**config.mk**
```make
export PLATFORM = sky130hd
export DESIGN_NAME = ctps_timers
export DESIGN_NICKNAME = d
export VERILOG_FILES = /design/src/hdl/ctps_pkg.sv /design/src/hdl/ctps_timers.sv /design/src/hdl/ctps_ticker.sv /design/src/hdl/ctps_sync.sv
export VERILOG_INCLUDE_DIRS = /design/src /design/src/hdl
export SDC_FILE = /design/constraint.sdc
export NUM_CORES = 1
export LEC_CHECK = 0
export BUFFER_PORTS_ARGS = -buffer_cell sky130_fd_sc_hd__buf_4
export CAP_MARGIN = 20
export CORE_MARGIN = 10
export CORE_UTILIZATION = 45
export CTS_CLUSTER_SIZE = 14
export DETAILED_ROUTE_END_ITERATION = 10
export GPL_TIMING_DRIVEN = 0
export PLACE_DENSITY_LB_ADDON = 0.25
export SLEW_MARGIN = 0
export SYNTH_ARGS = -nofsm -noshare
export SYNTH_HDL_FRONTEND = slang
export SYNTH_SLANG_ARGS = --single-unit
```
**constraint.sdc**
```tcl
create_clock -name clk_i -period 3.7 [get_ports clk_i]
set_input_delay 0.925 -clock clk_i [delete_from_list [all_inputs] [get_ports clk_i]]
set_output_delay 0.925 -clock clk_i [all_outputs]
set_load 0.02 [all_outputs]
```
**src/hdl/ctps_map.svh**
```systemverilog
// Register offsets, field positions and reset values of the timer pair.
`ifndef CTPS_MAP_SVH
`define CTPS_MAP_SVH
// ----------------------------------------
// Register byte offsets
// ----------------------------------------
`define CTPS_OFS_A_CTRL 8'h00
`define CTPS_OFS_A_MODE 8'h04
`define CTPS_OFS_A_PRE 8'h08
`define CTPS_OFS_A_CNT 8'h0C
`define CTPS_OFS_B_CTRL 8'h10
`define CTPS_OFS_B_OS 8'h14
`define CTPS_OFS_B_MODE 8'h18
`define CTPS_OFS_B_PRE 8'h1C
`define CTPS_OFS_B_PER 8'h20
// ----------------------------------------
// Field positions
// ----------------------------------------
`define CTPS_BIT_START 0
`define CTPS_BIT_STAT 1
`define CTPS_BIT_HALT 2
`define CTPS_BIT_EDGE 4
`define CTPS_BIT_UDF 5
`define CTPS_BIT_OS_BEGIN 0
`define CTPS_BIT_OS_HALT 1
`define CTPS_BIT_OS_STAT 2
`define CTPS_MODE_LSB 0
`define CTPS_SRC_LSB 4
// ----------------------------------------
// Reset values and divider taps
// ----------------------------------------
`define CTPS_PRE_RST 8'hFF
`define CTPS_CNT_RST 8'hFF
`define CTPS_DIV8_TAP 3'h7
`define CTPS_DIV32_TAP 5'h1F
`endif

```
**src/hdl/ctps_pkg.sv**
```systemverilog
// Types shared by the timer pair modules.
package ctps_pkg;
  typedef enum logic [2:0] {
    CTPS_A_TIMER = 3'h0,
    CTPS_A_PULSE = 3'h1,
    CTPS_A_EVENT = 3'h2,
    CTPS_A_WIDTH = 3'h3,
    CTPS_A_PERIOD = 3'h4
  } ctps_a_mode_t;

  typedef enum logic [1:0] {
    CTPS_B_TIMER = 2'h0,
    CTPS_B_WAVE = 2'h1,
    CTPS_B_ONESHOT = 2'h2,
    CTPS_B_WAIT = 2'h3
  } ctps_b_mode_t;

  typedef struct packed {
    logic [7:0] pre_rl;
    logic [7:0] pre;
    logic [7:0] cnt_rl;
    logic [7:0] cnt;
  } ctps_tick_t;

  typedef struct packed {
    logic [1:0] pipe;
  } ctps_sync_t;

  typedef struct packed {
    logic ack;
    logic [31:0] dat;
    logic [4:0] div;
    logic ev_last;
    logic a_start;
    logic a_edge;
    logic a_udf;
    ctps_a_mode_t a_mode;
    logic [1:0] a_src;
    logic a_last;
    logic a_out;
    logic b_start;
    ctps_b_mode_t b_mode;
    logic [1:0] b_src;
    logic os_tgt;
    logic b_phase;
    logic b_out;
  } ctps_core_t;
endpackage

```
**src/hdl/ctps_timers.sv**
```systemverilog
// Two prescaled timers with a classic Wishbone register slave.
`timescale 1ns/1ps
`include "ctps_map.svh"
module ctps_timers (
  // Clock, reset and enable
  input wire logic clk_i,
  input wire logic rst_i,
  input wire logic ce_i,
  // Wishbone slave
  input wire logic cyc_i,
  input wire logic stb_i,
  input wire logic we_i,
  input wire logic [7:0] adr_i,
  input wire logic [3:0] sel_i,
  input wire logic [31:0] dat_i,
  output logic [31:0] dat_o,
  output logic ack_o,
  // Timer pins
  input wire logic event_i,
  input wire logic meas_i,
  output logic a_out_o,
  output logic b_out_o
);
  ctps_pkg::ctps_core_t q;
  ctps_pkg::ctps_core_t d;
  logic [7:0] a_pre, a_cnt, b_pre, b_cnt;
  logic a_pre_uf, a_cnt_uf, b_pre_uf, b_cnt_uf;
  logic a_stat, b_stat, os_flag;
  logic ev_edge, a_tick, b_tick, a_run, b_run;
  logic a_meas, b_shot, b_reload, b_kill, os_kill;
  logic wr, wr_a_pre, wr_a_cnt, wr_b_pre, wr_b_per;
  logic [7:0] wd, rb;

  // ----------------------------------------
  // Helpers
  // ----------------------------------------
  function automatic logic src_tick(input logic [1:0] sel, input logic [4:0] div,
                                    input logic alt);
    case (sel)
      2'h0: src_tick = 1'b1;
      2'h1: src_tick = (div[2:0] == `CTPS_DIV8_TAP);
      2'h2: src_tick = (div == `CTPS_DIV32_TAP);
      default: src_tick = alt;
    endcase
  endfunction

  function automatic logic hit(input logic w, input logic [7:0] adr,
                               input logic [7:0] ofs);
    hit = w && (adr == ofs);
  endfunction

  // ----------------------------------------
  // Bus decode
  // ----------------------------------------
  // A write lands on the edge at which the master sees ack high.
  assign wr = cyc_i & stb_i & we_i & q.ack & sel_i[0];
  assign wd = dat_i[7:0];
  assign wr_a_pre = hit(wr, adr_i, `CTPS_OFS_A_PRE);
  assign wr_a_cnt = hit(wr, adr_i, `CTPS_OFS_A_CNT);
  assign wr_b_pre = hit(wr, adr_i, `CTPS_OFS_B_PRE);
  assign wr_b_per = hit(wr, adr_i, `CTPS_OFS_B_PER);
  assign ack_o = q.ack;
  assign dat_o = q.dat;

  // ----------------------------------------
  // Count sources and run gates
  // ----------------------------------------
  assign ev_edge = event_i & ~q.ev_last;
  assign a_tick = (q.a_mode == ctps_pkg::CTPS_A_EVENT) ? ev_edge :
                  src_tick(q.a_src, q.div, ev_edge);
  assign b_tick = src_tick(q.b_src, q.div, a_cnt_uf);
  assign a_meas = (q.a_mode == ctps_pkg::CTPS_A_WIDTH) ||
                  (q.a_mode == ctps_pkg::CTPS_A_PERIOD);
  assign b_shot = (q.b_mode == ctps_pkg::CTPS_B_ONESHOT) ||
                  (q.b_mode == ctps_pkg::CTPS_B_WAIT);
  assign a_run = a_stat & ((q.a_mode != ctps_pkg::CTPS_A_WIDTH) | meas_i);
  assign b_run = b_stat & (~b_shot | os_flag);

  assign b_kill = hit(wr, adr_i, `CTPS_OFS_B_CTRL) & wd[`CTPS_BIT_HALT];
  assign b_reload = b_shot & ((hit(wr, adr_i, `CTPS_OFS_B_CTRL) & q.b_start &
                     ~wd[`CTPS_BIT_START]) |
                    (hit(wr, adr_i, `CTPS_OFS_B_OS) & wd[`CTPS_BIT_OS_HALT]));
  assign os_kill = b_kill | b_reload |
                   (b_cnt_uf & ((q.b_mode == ctps_pkg::CTPS_B_ONESHOT) |
                   ((q.b_mode == ctps_pkg::CTPS_B_WAIT) & q.b_phase)));

  assign a_out_o = q.a_out;
  assign b_out_o = b_shot ? (os_flag & ((q.b_mode != ctps_pkg::CTPS_B_WAIT) |
                   q.b_phase)) : q.b_out;

  // ----------------------------------------
  // Timer cores
  // ----------------------------------------
  ctps_ticker u_a_tick (
    .clk_i(clk_i), .rst_i(rst_i), .ce_i(ce_i),
    .tick_i(a_tick), .run_i(a_run), .reload_i(1'b0),
    .wr_pre_i(wr_a_pre), .wr_cnt_i(wr_a_cnt), .din_i(wd),
    .pre_o(a_pre), .cnt_o(a_cnt), .pre_uf_o(a_pre_uf), .cnt_uf_o(a_cnt_uf)
  );

  ctps_ticker u_b_tick (
    .clk_i(clk_i), .rst_i(rst_i), .ce_i(ce_i),
    .tick_i(b_tick), .run_i(b_run), .reload_i(b_reload),
    .wr_pre_i(wr_b_pre), .wr_cnt_i(wr_b_per), .din_i(wd),
    .pre_o(b_pre), .cnt_o(b_cnt), .pre_uf_o(b_pre_uf), .cnt_uf_o(b_cnt_uf)
  );

  ctps_sync #(.STAGES(1)) u_a_sync (
    .clk_i(clk_i), .rst_i(rst_i), .ce_i(ce_i),
    .tick_i(a_tick), .req_i(q.a_start), .kill_i(1'b0), .flag_o(a_stat)
  );

  ctps_sync #(.STAGES(2)) u_b_sync (
    .clk_i(clk_i), .rst_i(rst_i), .ce_i(ce_i),
    .tick_i(b_tick), .req_i(q.b_start), .kill_i(b_kill), .flag_o(b_stat)
  );

  ctps_sync #(.STAGES(2)) u_os_sync (
    .clk_i(clk_i), .rst_i(rst_i), .ce_i(ce_i),
    .tick_i(b_tick), .req_i(q.os_tgt), .kill_i(os_kill), .flag_o(os_flag)
  );

  // ----------------------------------------
  // Read mux
  // ----------------------------------------
  // each byte read on its own
  always_comb begin
    rb = 8'h00;
    case (adr_i)
      `CTPS_OFS_A_CTRL: begin
        rb[`CTPS_BIT_START] = q.a_start;
        rb[`CTPS_BIT_STAT] = a_stat;
        rb[`CTPS_BIT_EDGE] = q.a_edge;
        rb[`CTPS_BIT_UDF] = q.a_udf;
      end
      `CTPS_OFS_A_MODE: rb = {2'h0, q.a_src, 1'b0, q.a_mode};
      `CTPS_OFS_A_PRE: rb = a_pre;
      `CTPS_OFS_A_CNT: rb = a_cnt;
      `CTPS_OFS_B_CTRL: begin
        rb[`CTPS_BIT_START] = q.b_start;
        rb[`CTPS_BIT_STAT] = b_stat;
      end
      `CTPS_OFS_B_OS: rb[`CTPS_BIT_OS_STAT] = os_flag;
      `CTPS_OFS_B_MODE: rb = {2'h0, q.b_src, 2'h0, q.b_mode};
      `CTPS_OFS_B_PRE: rb = b_pre;
      `CTPS_OFS_B_PER: rb = b_cnt;
      default: rb = 8'h00;
    endcase
  end

  // ----------------------------------------
  // Next state
  // ----------------------------------------
  always_comb begin
    d = q;
    d.div = q.div + 5'h01;
    d.ev_last = event_i;
    d.ack = cyc_i & stb_i & ~q.ack;
    if (cyc_i & stb_i & ~q.ack) begin
      d.dat = {24'h000000, rb};
    end

    // First timer control and mode writes.
    if (hit(wr, adr_i, `CTPS_OFS_A_CTRL)) begin
      d.a_start = wd[`CTPS_BIT_START];
      if (!wd[`CTPS_BIT_EDGE]) begin
        d.a_edge = 1'b0;
      end
      if (!wd[`CTPS_BIT_UDF]) begin
        d.a_udf = 1'b0;
      end
    end
    if (hit(wr, adr_i, `CTPS_OFS_A_MODE)) begin
      d.a_mode = ctps_pkg::ctps_a_mode_t'(wd[`CTPS_MODE_LSB +: 3]);
      d.a_src = wd[`CTPS_SRC_LSB +: 2];
    end

    if (a_pre_uf) begin
      d.a_last = meas_i;
      if (a_meas && ((q.a_mode == ctps_pkg::CTPS_A_WIDTH) ?
          (q.a_last & ~meas_i) : (~q.a_last & meas_i))) begin
        d.a_edge = 1'b1;
      end
    end
    if (a_cnt_uf) begin
      if (a_meas) begin
        d.a_udf = 1'b1;
      end
      if (q.a_mode == ctps_pkg::CTPS_A_PULSE) begin
        d.a_out = ~q.a_out;
      end
    end

    // Second timer control, one-shot and mode writes.
    if (hit(wr, adr_i, `CTPS_OFS_B_CTRL)) begin
      d.b_start = wd[`CTPS_BIT_START] & ~wd[`CTPS_BIT_HALT];
    end
    if (hit(wr, adr_i, `CTPS_OFS_B_OS)) begin
      if (wd[`CTPS_BIT_OS_HALT]) begin
        d.os_tgt = 1'b0;
      end else if (wd[`CTPS_BIT_OS_BEGIN]) begin
        d.os_tgt = 1'b1;
        d.b_phase = 1'b0;
      end
    end
    if (hit(wr, adr_i, `CTPS_OFS_B_MODE)) begin
      d.b_mode = ctps_pkg::ctps_b_mode_t'(wd[`CTPS_MODE_LSB +: 2]);
      d.b_src = wd[`CTPS_SRC_LSB +: 2];
    end
    if (b_reload | b_kill) begin
      d.os_tgt = 1'b0;
      d.b_phase = 1'b0;
    end
    if (b_cnt_uf) begin
      if (q.b_mode == ctps_pkg::CTPS_B_WAVE) begin
        d.b_out = ~q.b_out;
      end
      if (os_kill) begin
        d.os_tgt = 1'b0;
        d.b_phase = 1'b0;
      end else if (q.b_mode == ctps_pkg::CTPS_B_WAIT) begin
        d.b_phase = 1'b1;
      end
    end
  end

  // ----------------------------------------
  // State register
  // ----------------------------------------
  // both timers reset stopped
  always_ff @(posedge clk_i) begin
    if (rst_i) begin
      q <= '{ack: 1'b0, dat: 32'h00000000, div: 5'h00, ev_last: 1'b0,
             a_start: 1'b0, a_edge: 1'b0, a_udf: 1'b0,
             a_mode: ctps_pkg::CTPS_A_TIMER, a_src: 2'h0, a_last: 1'b0,
             a_out: 1'b0, b_start: 1'b0, b_mode: ctps_pkg::CTPS_B_TIMER,
             b_src: 2'h0, os_tgt: 1'b0, b_phase: 1'b0, b_out: 1'b0};
    end else if (ce_i) begin
      q <= d;
    end
  end
endmodule

```
**src/hdl/ctps_ticker.sv**
```systemverilog
// Prescaler and main down-counter with their reload registers.
`timescale 1ns/1ps
`include "ctps_map.svh"
module ctps_ticker (
  // Clock and reset
  input wire logic clk_i,
  input wire logic rst_i,
  input wire logic ce_i,
  // Control
  input wire logic tick_i,
  input wire logic run_i,
  input wire logic reload_i,
  input wire logic wr_pre_i,
  input wire logic wr_cnt_i,
  input wire logic [7:0] din_i,
  // State
  output logic [7:0] pre_o,
  output logic [7:0] cnt_o,
  output logic pre_uf_o,
  output logic cnt_uf_o
);
  ctps_pkg::ctps_tick_t q;
  ctps_pkg::ctps_tick_t d;
  logic step;

  assign step = run_i & tick_i;
  assign pre_o = q.pre;
  assign cnt_o = q.cnt;
  assign pre_uf_o = step && (q.pre == 8'h00);
  assign cnt_uf_o = pre_uf_o && (q.cnt == 8'h00);

  always_comb begin
    d = q;
    if (step) begin
      d.pre = pre_uf_o ? q.pre_rl : q.pre - 8'h01;
    end
    if (pre_uf_o) begin
      d.cnt = cnt_uf_o ? q.cnt_rl : q.cnt - 8'h01;
    end
    if (reload_i) begin
      d.pre = q.pre_rl;
      d.cnt = q.cnt_rl;
    end
    if (wr_pre_i) begin
      d.pre_rl = din_i;
      d.pre = din_i;
    end
    if (wr_cnt_i) begin
      d.cnt_rl = din_i;
      d.cnt = din_i;
    end
  end

  always_ff @(posedge clk_i) begin
    if (rst_i) begin
      q <= '{pre_rl: `CTPS_PRE_RST, pre: `CTPS_PRE_RST,
             cnt_rl: `CTPS_CNT_RST, cnt: `CTPS_CNT_RST};
    end else if (ce_i) begin
      q <= d;
    end
  end
endmodule

```
**src/hdl/ctps_sync.sv**
```systemverilog
// Moves a request level into the count-source domain over one or two ticks.
`timescale 1ns/1ps
module ctps_sync #(
  parameter int STAGES = 1
) (
  // Clock and reset
  input wire logic clk_i,
  input wire logic rst_i,
  input wire logic ce_i,
  // Request side
  input wire logic tick_i,
  input wire logic req_i,
  input wire logic kill_i,
  // Status
  output logic flag_o
);
  ctps_pkg::ctps_sync_t q;
  ctps_pkg::ctps_sync_t d;

  assign flag_o = q.pipe[STAGES-1];

  always_comb begin
    d = q;
    if (tick_i) begin
      d.pipe = {q.pipe[0], req_i};
    end
    // Kill acts at once, without waiting for a tick.
    if (kill_i) begin
      d.pipe = 2'h0;
    end
  end

  always_ff @(posedge clk_i) begin
    if (rst_i) begin
      q <= '{pipe: 2'h0};
    end else if (ce_i) begin
      q <= d;
    end
  end
endmodule

```
==> metrics list <==
* CP startpoint kind: primary input
- Adding up every negative setup slack in the final design gives 0 ps.
* Largest net degree at the start of global routing: 17
- Height of the die: 134 um
- Summed over all nets, the half-perimeter wirelength after detailed placement is 14700 um.
- Data arrival, critical path: 3750 ps
* Count of cell types in the netlist: 67
- Number of sinks driven by the clock tree: 102
- Part of the total power dissipated in combinational logic: 7.7%
* Final count of pins violating max slew: 0
- Io pins: 87
- The tool flagged a number of max-cap violations equal to 0.
- Number of design-rule violations left by the first detailed-router iteration: 605
* Internal power: 1790 uW
- Num rows: 41
* Post-synthesis sequential area ratio: 34.6%
- Total routed wirelength: 19600 um
- Peak clock frequency supported by timing: 283 MHz
- Wire length of the first global-routing pass: 31200 um
- For this design the static power due to leakage is 0.00255 uW.
- Counting flops and latches in the post-synthesis netlist gives 102.
- Start point of the critical path: adr_i[2]
* Final core utilization: 53.5%
* Initial antenna violation count: 0
* CORE AREA: 12700 sq um
* RSZ-0062 raised after global routing: no
- The flow ran to the end, and the final reports show no timing, DRC or antenna violations.
- Gates resized during post-CTS repair numbered 0.
* Skew final: 9.37 ps
- Power per Cell Area: 346 nW/um^2
* Hold violation count in the final report: 0
* Max Buffers Root-to-Sink: 2
- In the finished design, the share of the clock period the worst path needs comes to 95.7%.
* Path type of the worst setup path: primary input to flop
- Cells with a size suffix above 1 make up 13.3% of the layout.
- VDD sags by at most 0.000210 V.
* Cell Area, Placed: 6440 sq um
- Worst min-delay path category: flop to flop
* Worst slew pin tran: 992 ps
- Worst hold-check slack: 464 ps
- After routing the design area is 6800 sq um.
* Fraction of power spent switching nets: 23.9%
- CTS built an H-tree with a depth of 3.
* Clock network fraction of design power: 45.3%
- Synth Flop Type: sky130_fd_sc_hd__dfxtp_1
- Buffers placed on the I/O ports in this run total 32.
* Clock-pin slew on the worst setup and hold paths: 70 ps
- Via count of the first global-routing pass: 5474
- For this run, asynchronously set or reset flops after synthesis account for 0%.
- Post-Synthesis Cell Area: 5900 sq um
* Relative contribution of sequential cells to total power: 47.0%
* Postcts setup bufs: 0
- Of all nets on the critical path, the largest fanout is 10.
- The final route contains 5844 vias.
- Effective utilization at floorplan: 46.3%
- The count of nets left with antenna violations once routing finished came out at 0.
- Power dissipated by switching net loads: 563 uW
* Final GP Congestion: 1.02
* # setup viols final: 0
* Via-to-Cell Ratio: 6.04
- Leaving out fill and tap cells, the most frequent cell in the layout is sky130_fd_sc_hd__dfxtp_1.
- The die covers 18100 sq um.
* Clock tree from TritonCTS: yes
* DR pass1 iterations: 6
- After clock tree synthesis, the flow added hold-fix buffers numbering 0.
- Clock tree synthesis selected as its root buffer the cell sky130_fd_sc_hd__clkbuf_16.
- In this run the horizontal extent of the chip is 134 um.
- For this run, design rule violations remaining after detail routing come to 0.
* Syn avg cell area: 8.14 sq um
- Layout filler cell count: 1265
* Critical path endpoint category: flop
* Growth of design area from synthesis to finish: 15.4%
- Min Tclk post-route: 3540 ps
- Final-stage net count: 850
* Clock latency reported for the late side of the worst-skew pair: 360 ps
- Commonest non-fill, non-tap cells in the layout: sky130_fd_sc_hd__dfxtp_1 (102), sky130_fd_sc_hd__nor2_1 (90), sky130_fd_sc_hd__nand2_1 (70)
- For this run, the number of Yosys warnings is 0.
* Average wire length per cell after detail routing: 20.2 um
* Number of synthesized flops with an enable pin: 0
- Ant diodes: 0
- CTS Buf Count: 9
* Overflow left after global routing: 0
- In this run the critical register-to-register path is launched from u_a_tick.cnt_o[0].
* Worst slew margin relative to its limit: 33.3%
* Aggregate global-route resource usage: 21.4%
* Beginning of the worst hold path: dat_o[0]
- After technology mapping, the gate count stands at 724.
* Critical path data required time: 3910 ps
cell type report:
cell class	instances	area, sq um	share of cell area [%]
clock inverters	5	81.3	1.20
clock buffers	11	253	3.72
repair buffers	33	245	3.61
well taps	172	215	3.16
inverters	24	90.1	1.32
plain buffers	75	408	6.00
flip-flops and latches	102	2040	30.0
multi-input cells	546	3470	51.0
flip-flops by register name, summed over array words and instances (netlist names):
register        flops
ack_o               1
a_out_o             1
u_a_sync.q          1
u_b_tick.q         16
q                  23
u_b_tick.cnt_o      8
u_os_sync.q         2
u_b_sync.q          2
u_a_tick.q         16
u_a_tick.cnt_o      8
u_a_tick.pre_o      8
dat_o               8
u_b_tick.pre_o      8
path summary, 6_finish.rpt:
check / end / slack, ps / cells after the start
min: dat_o[0] / 460 / 2
max: u_b_tick.cnt_o[6] / 160 / 9
max reg2reg: u_b_tick.cnt_o[0] / 270 / 9
min reg2reg: dat_o[0] / 460 / 2
power groups by stage:
stage | Clock (uW) | Sequential (uW) | Combinational, uW
after global routing | 1120 | 1110 | 194
after floorplan | 0 | 1130 | 109
after detailed placement | 0 | 1130 | 175
after global placement | 0 | 1130 | 173
final | 1070 | 1110 | 182
after CTS | 1080 | 1110 | 175
metrics by stage:
stage	cells	power, uW	setup WS, ps
CTS	967	2360	87.2
global placement	951	1300	-240
global route	968	2420	1.52
finish	968	2360	161
detailed placement	951	1310	-292
floorplan	747	1240	659
cell families (layout without fill, tap and decap cells):
| group | Yosys count | in the layout | synth area share, % |
|---|---|---|---|
| XOR/XNOR | 23 | 23 | 3.42 |
| AND/OR/NAND/NOR | 270 | 270 | 21.9 |
| adder cells (fa/ha/maj) | 7 | 7 | 1.49 |
| buffers and inverters | 99 | 148 | 8.45 |
| AO/OA/AOI/OAI | 172 | 172 | 21.5 |
| flip-flops | 102 | 102 | 34.6 |
| multiplexers | 50 | 50 | 8.53 |
| other | 1 | 24 | 0.0636 |
worst max-delay path, stage by stage:
cell and delay [ps]:
sky130_fd_sc_hd__buf_4 120, sky130_fd_sc_hd__buf_2 200, sky130_fd_sc_hd__nor4_2 510, sky130_fd_sc_hd__a32oi_1 320
sky130_fd_sc_hd__nor4_1 350, sky130_fd_sc_hd__clkbuf_1 530, sky130_fd_sc_hd__a41oi_1 320, sky130_fd_sc_hd__o31ai_1 360
sky130_fd_sc_hd__a21oi_1 110
synth_stat cells (all sizes together) (5+ instances only):
master	number	area [sq um]
o221ai	8	70.1
nor4	7	43.8
nand4	6	37.5
clkbuf	34	128
o31ai	8	73.8
a221oi	7	61.3
o21ai	22	110
and3	6	37.5
mux2i	48	480
nor2	91	344
inv	24	90.1
a22o	5	43.8
a31oi	19	125
nand3	17	85.1
or3	7	48.8
ha	7	87.6
a211oi	12	95.1
dfxtp	102	2040
nor2b	5	31.3
xor2	9	78.8
xnor2	14	123
nand2b	5	31.3
nand2	70	263
a22oi	15	113
o211ai	11	82.6
buf	41	280
nor3	32	170
nor4b	6	52.6
a21oi	32	160
layer usage:
metal  vias up  global-route usage, %  part of all wire (%)
met2       292                   33.5                    45
met5         -                      0                     0
met1      2790                   28.0                    43
met4         0                   7.01                   2.8
met3        42                   5.68                   9.1
li1       2720                      -                     -
Power figures use the tool's default switching activity.
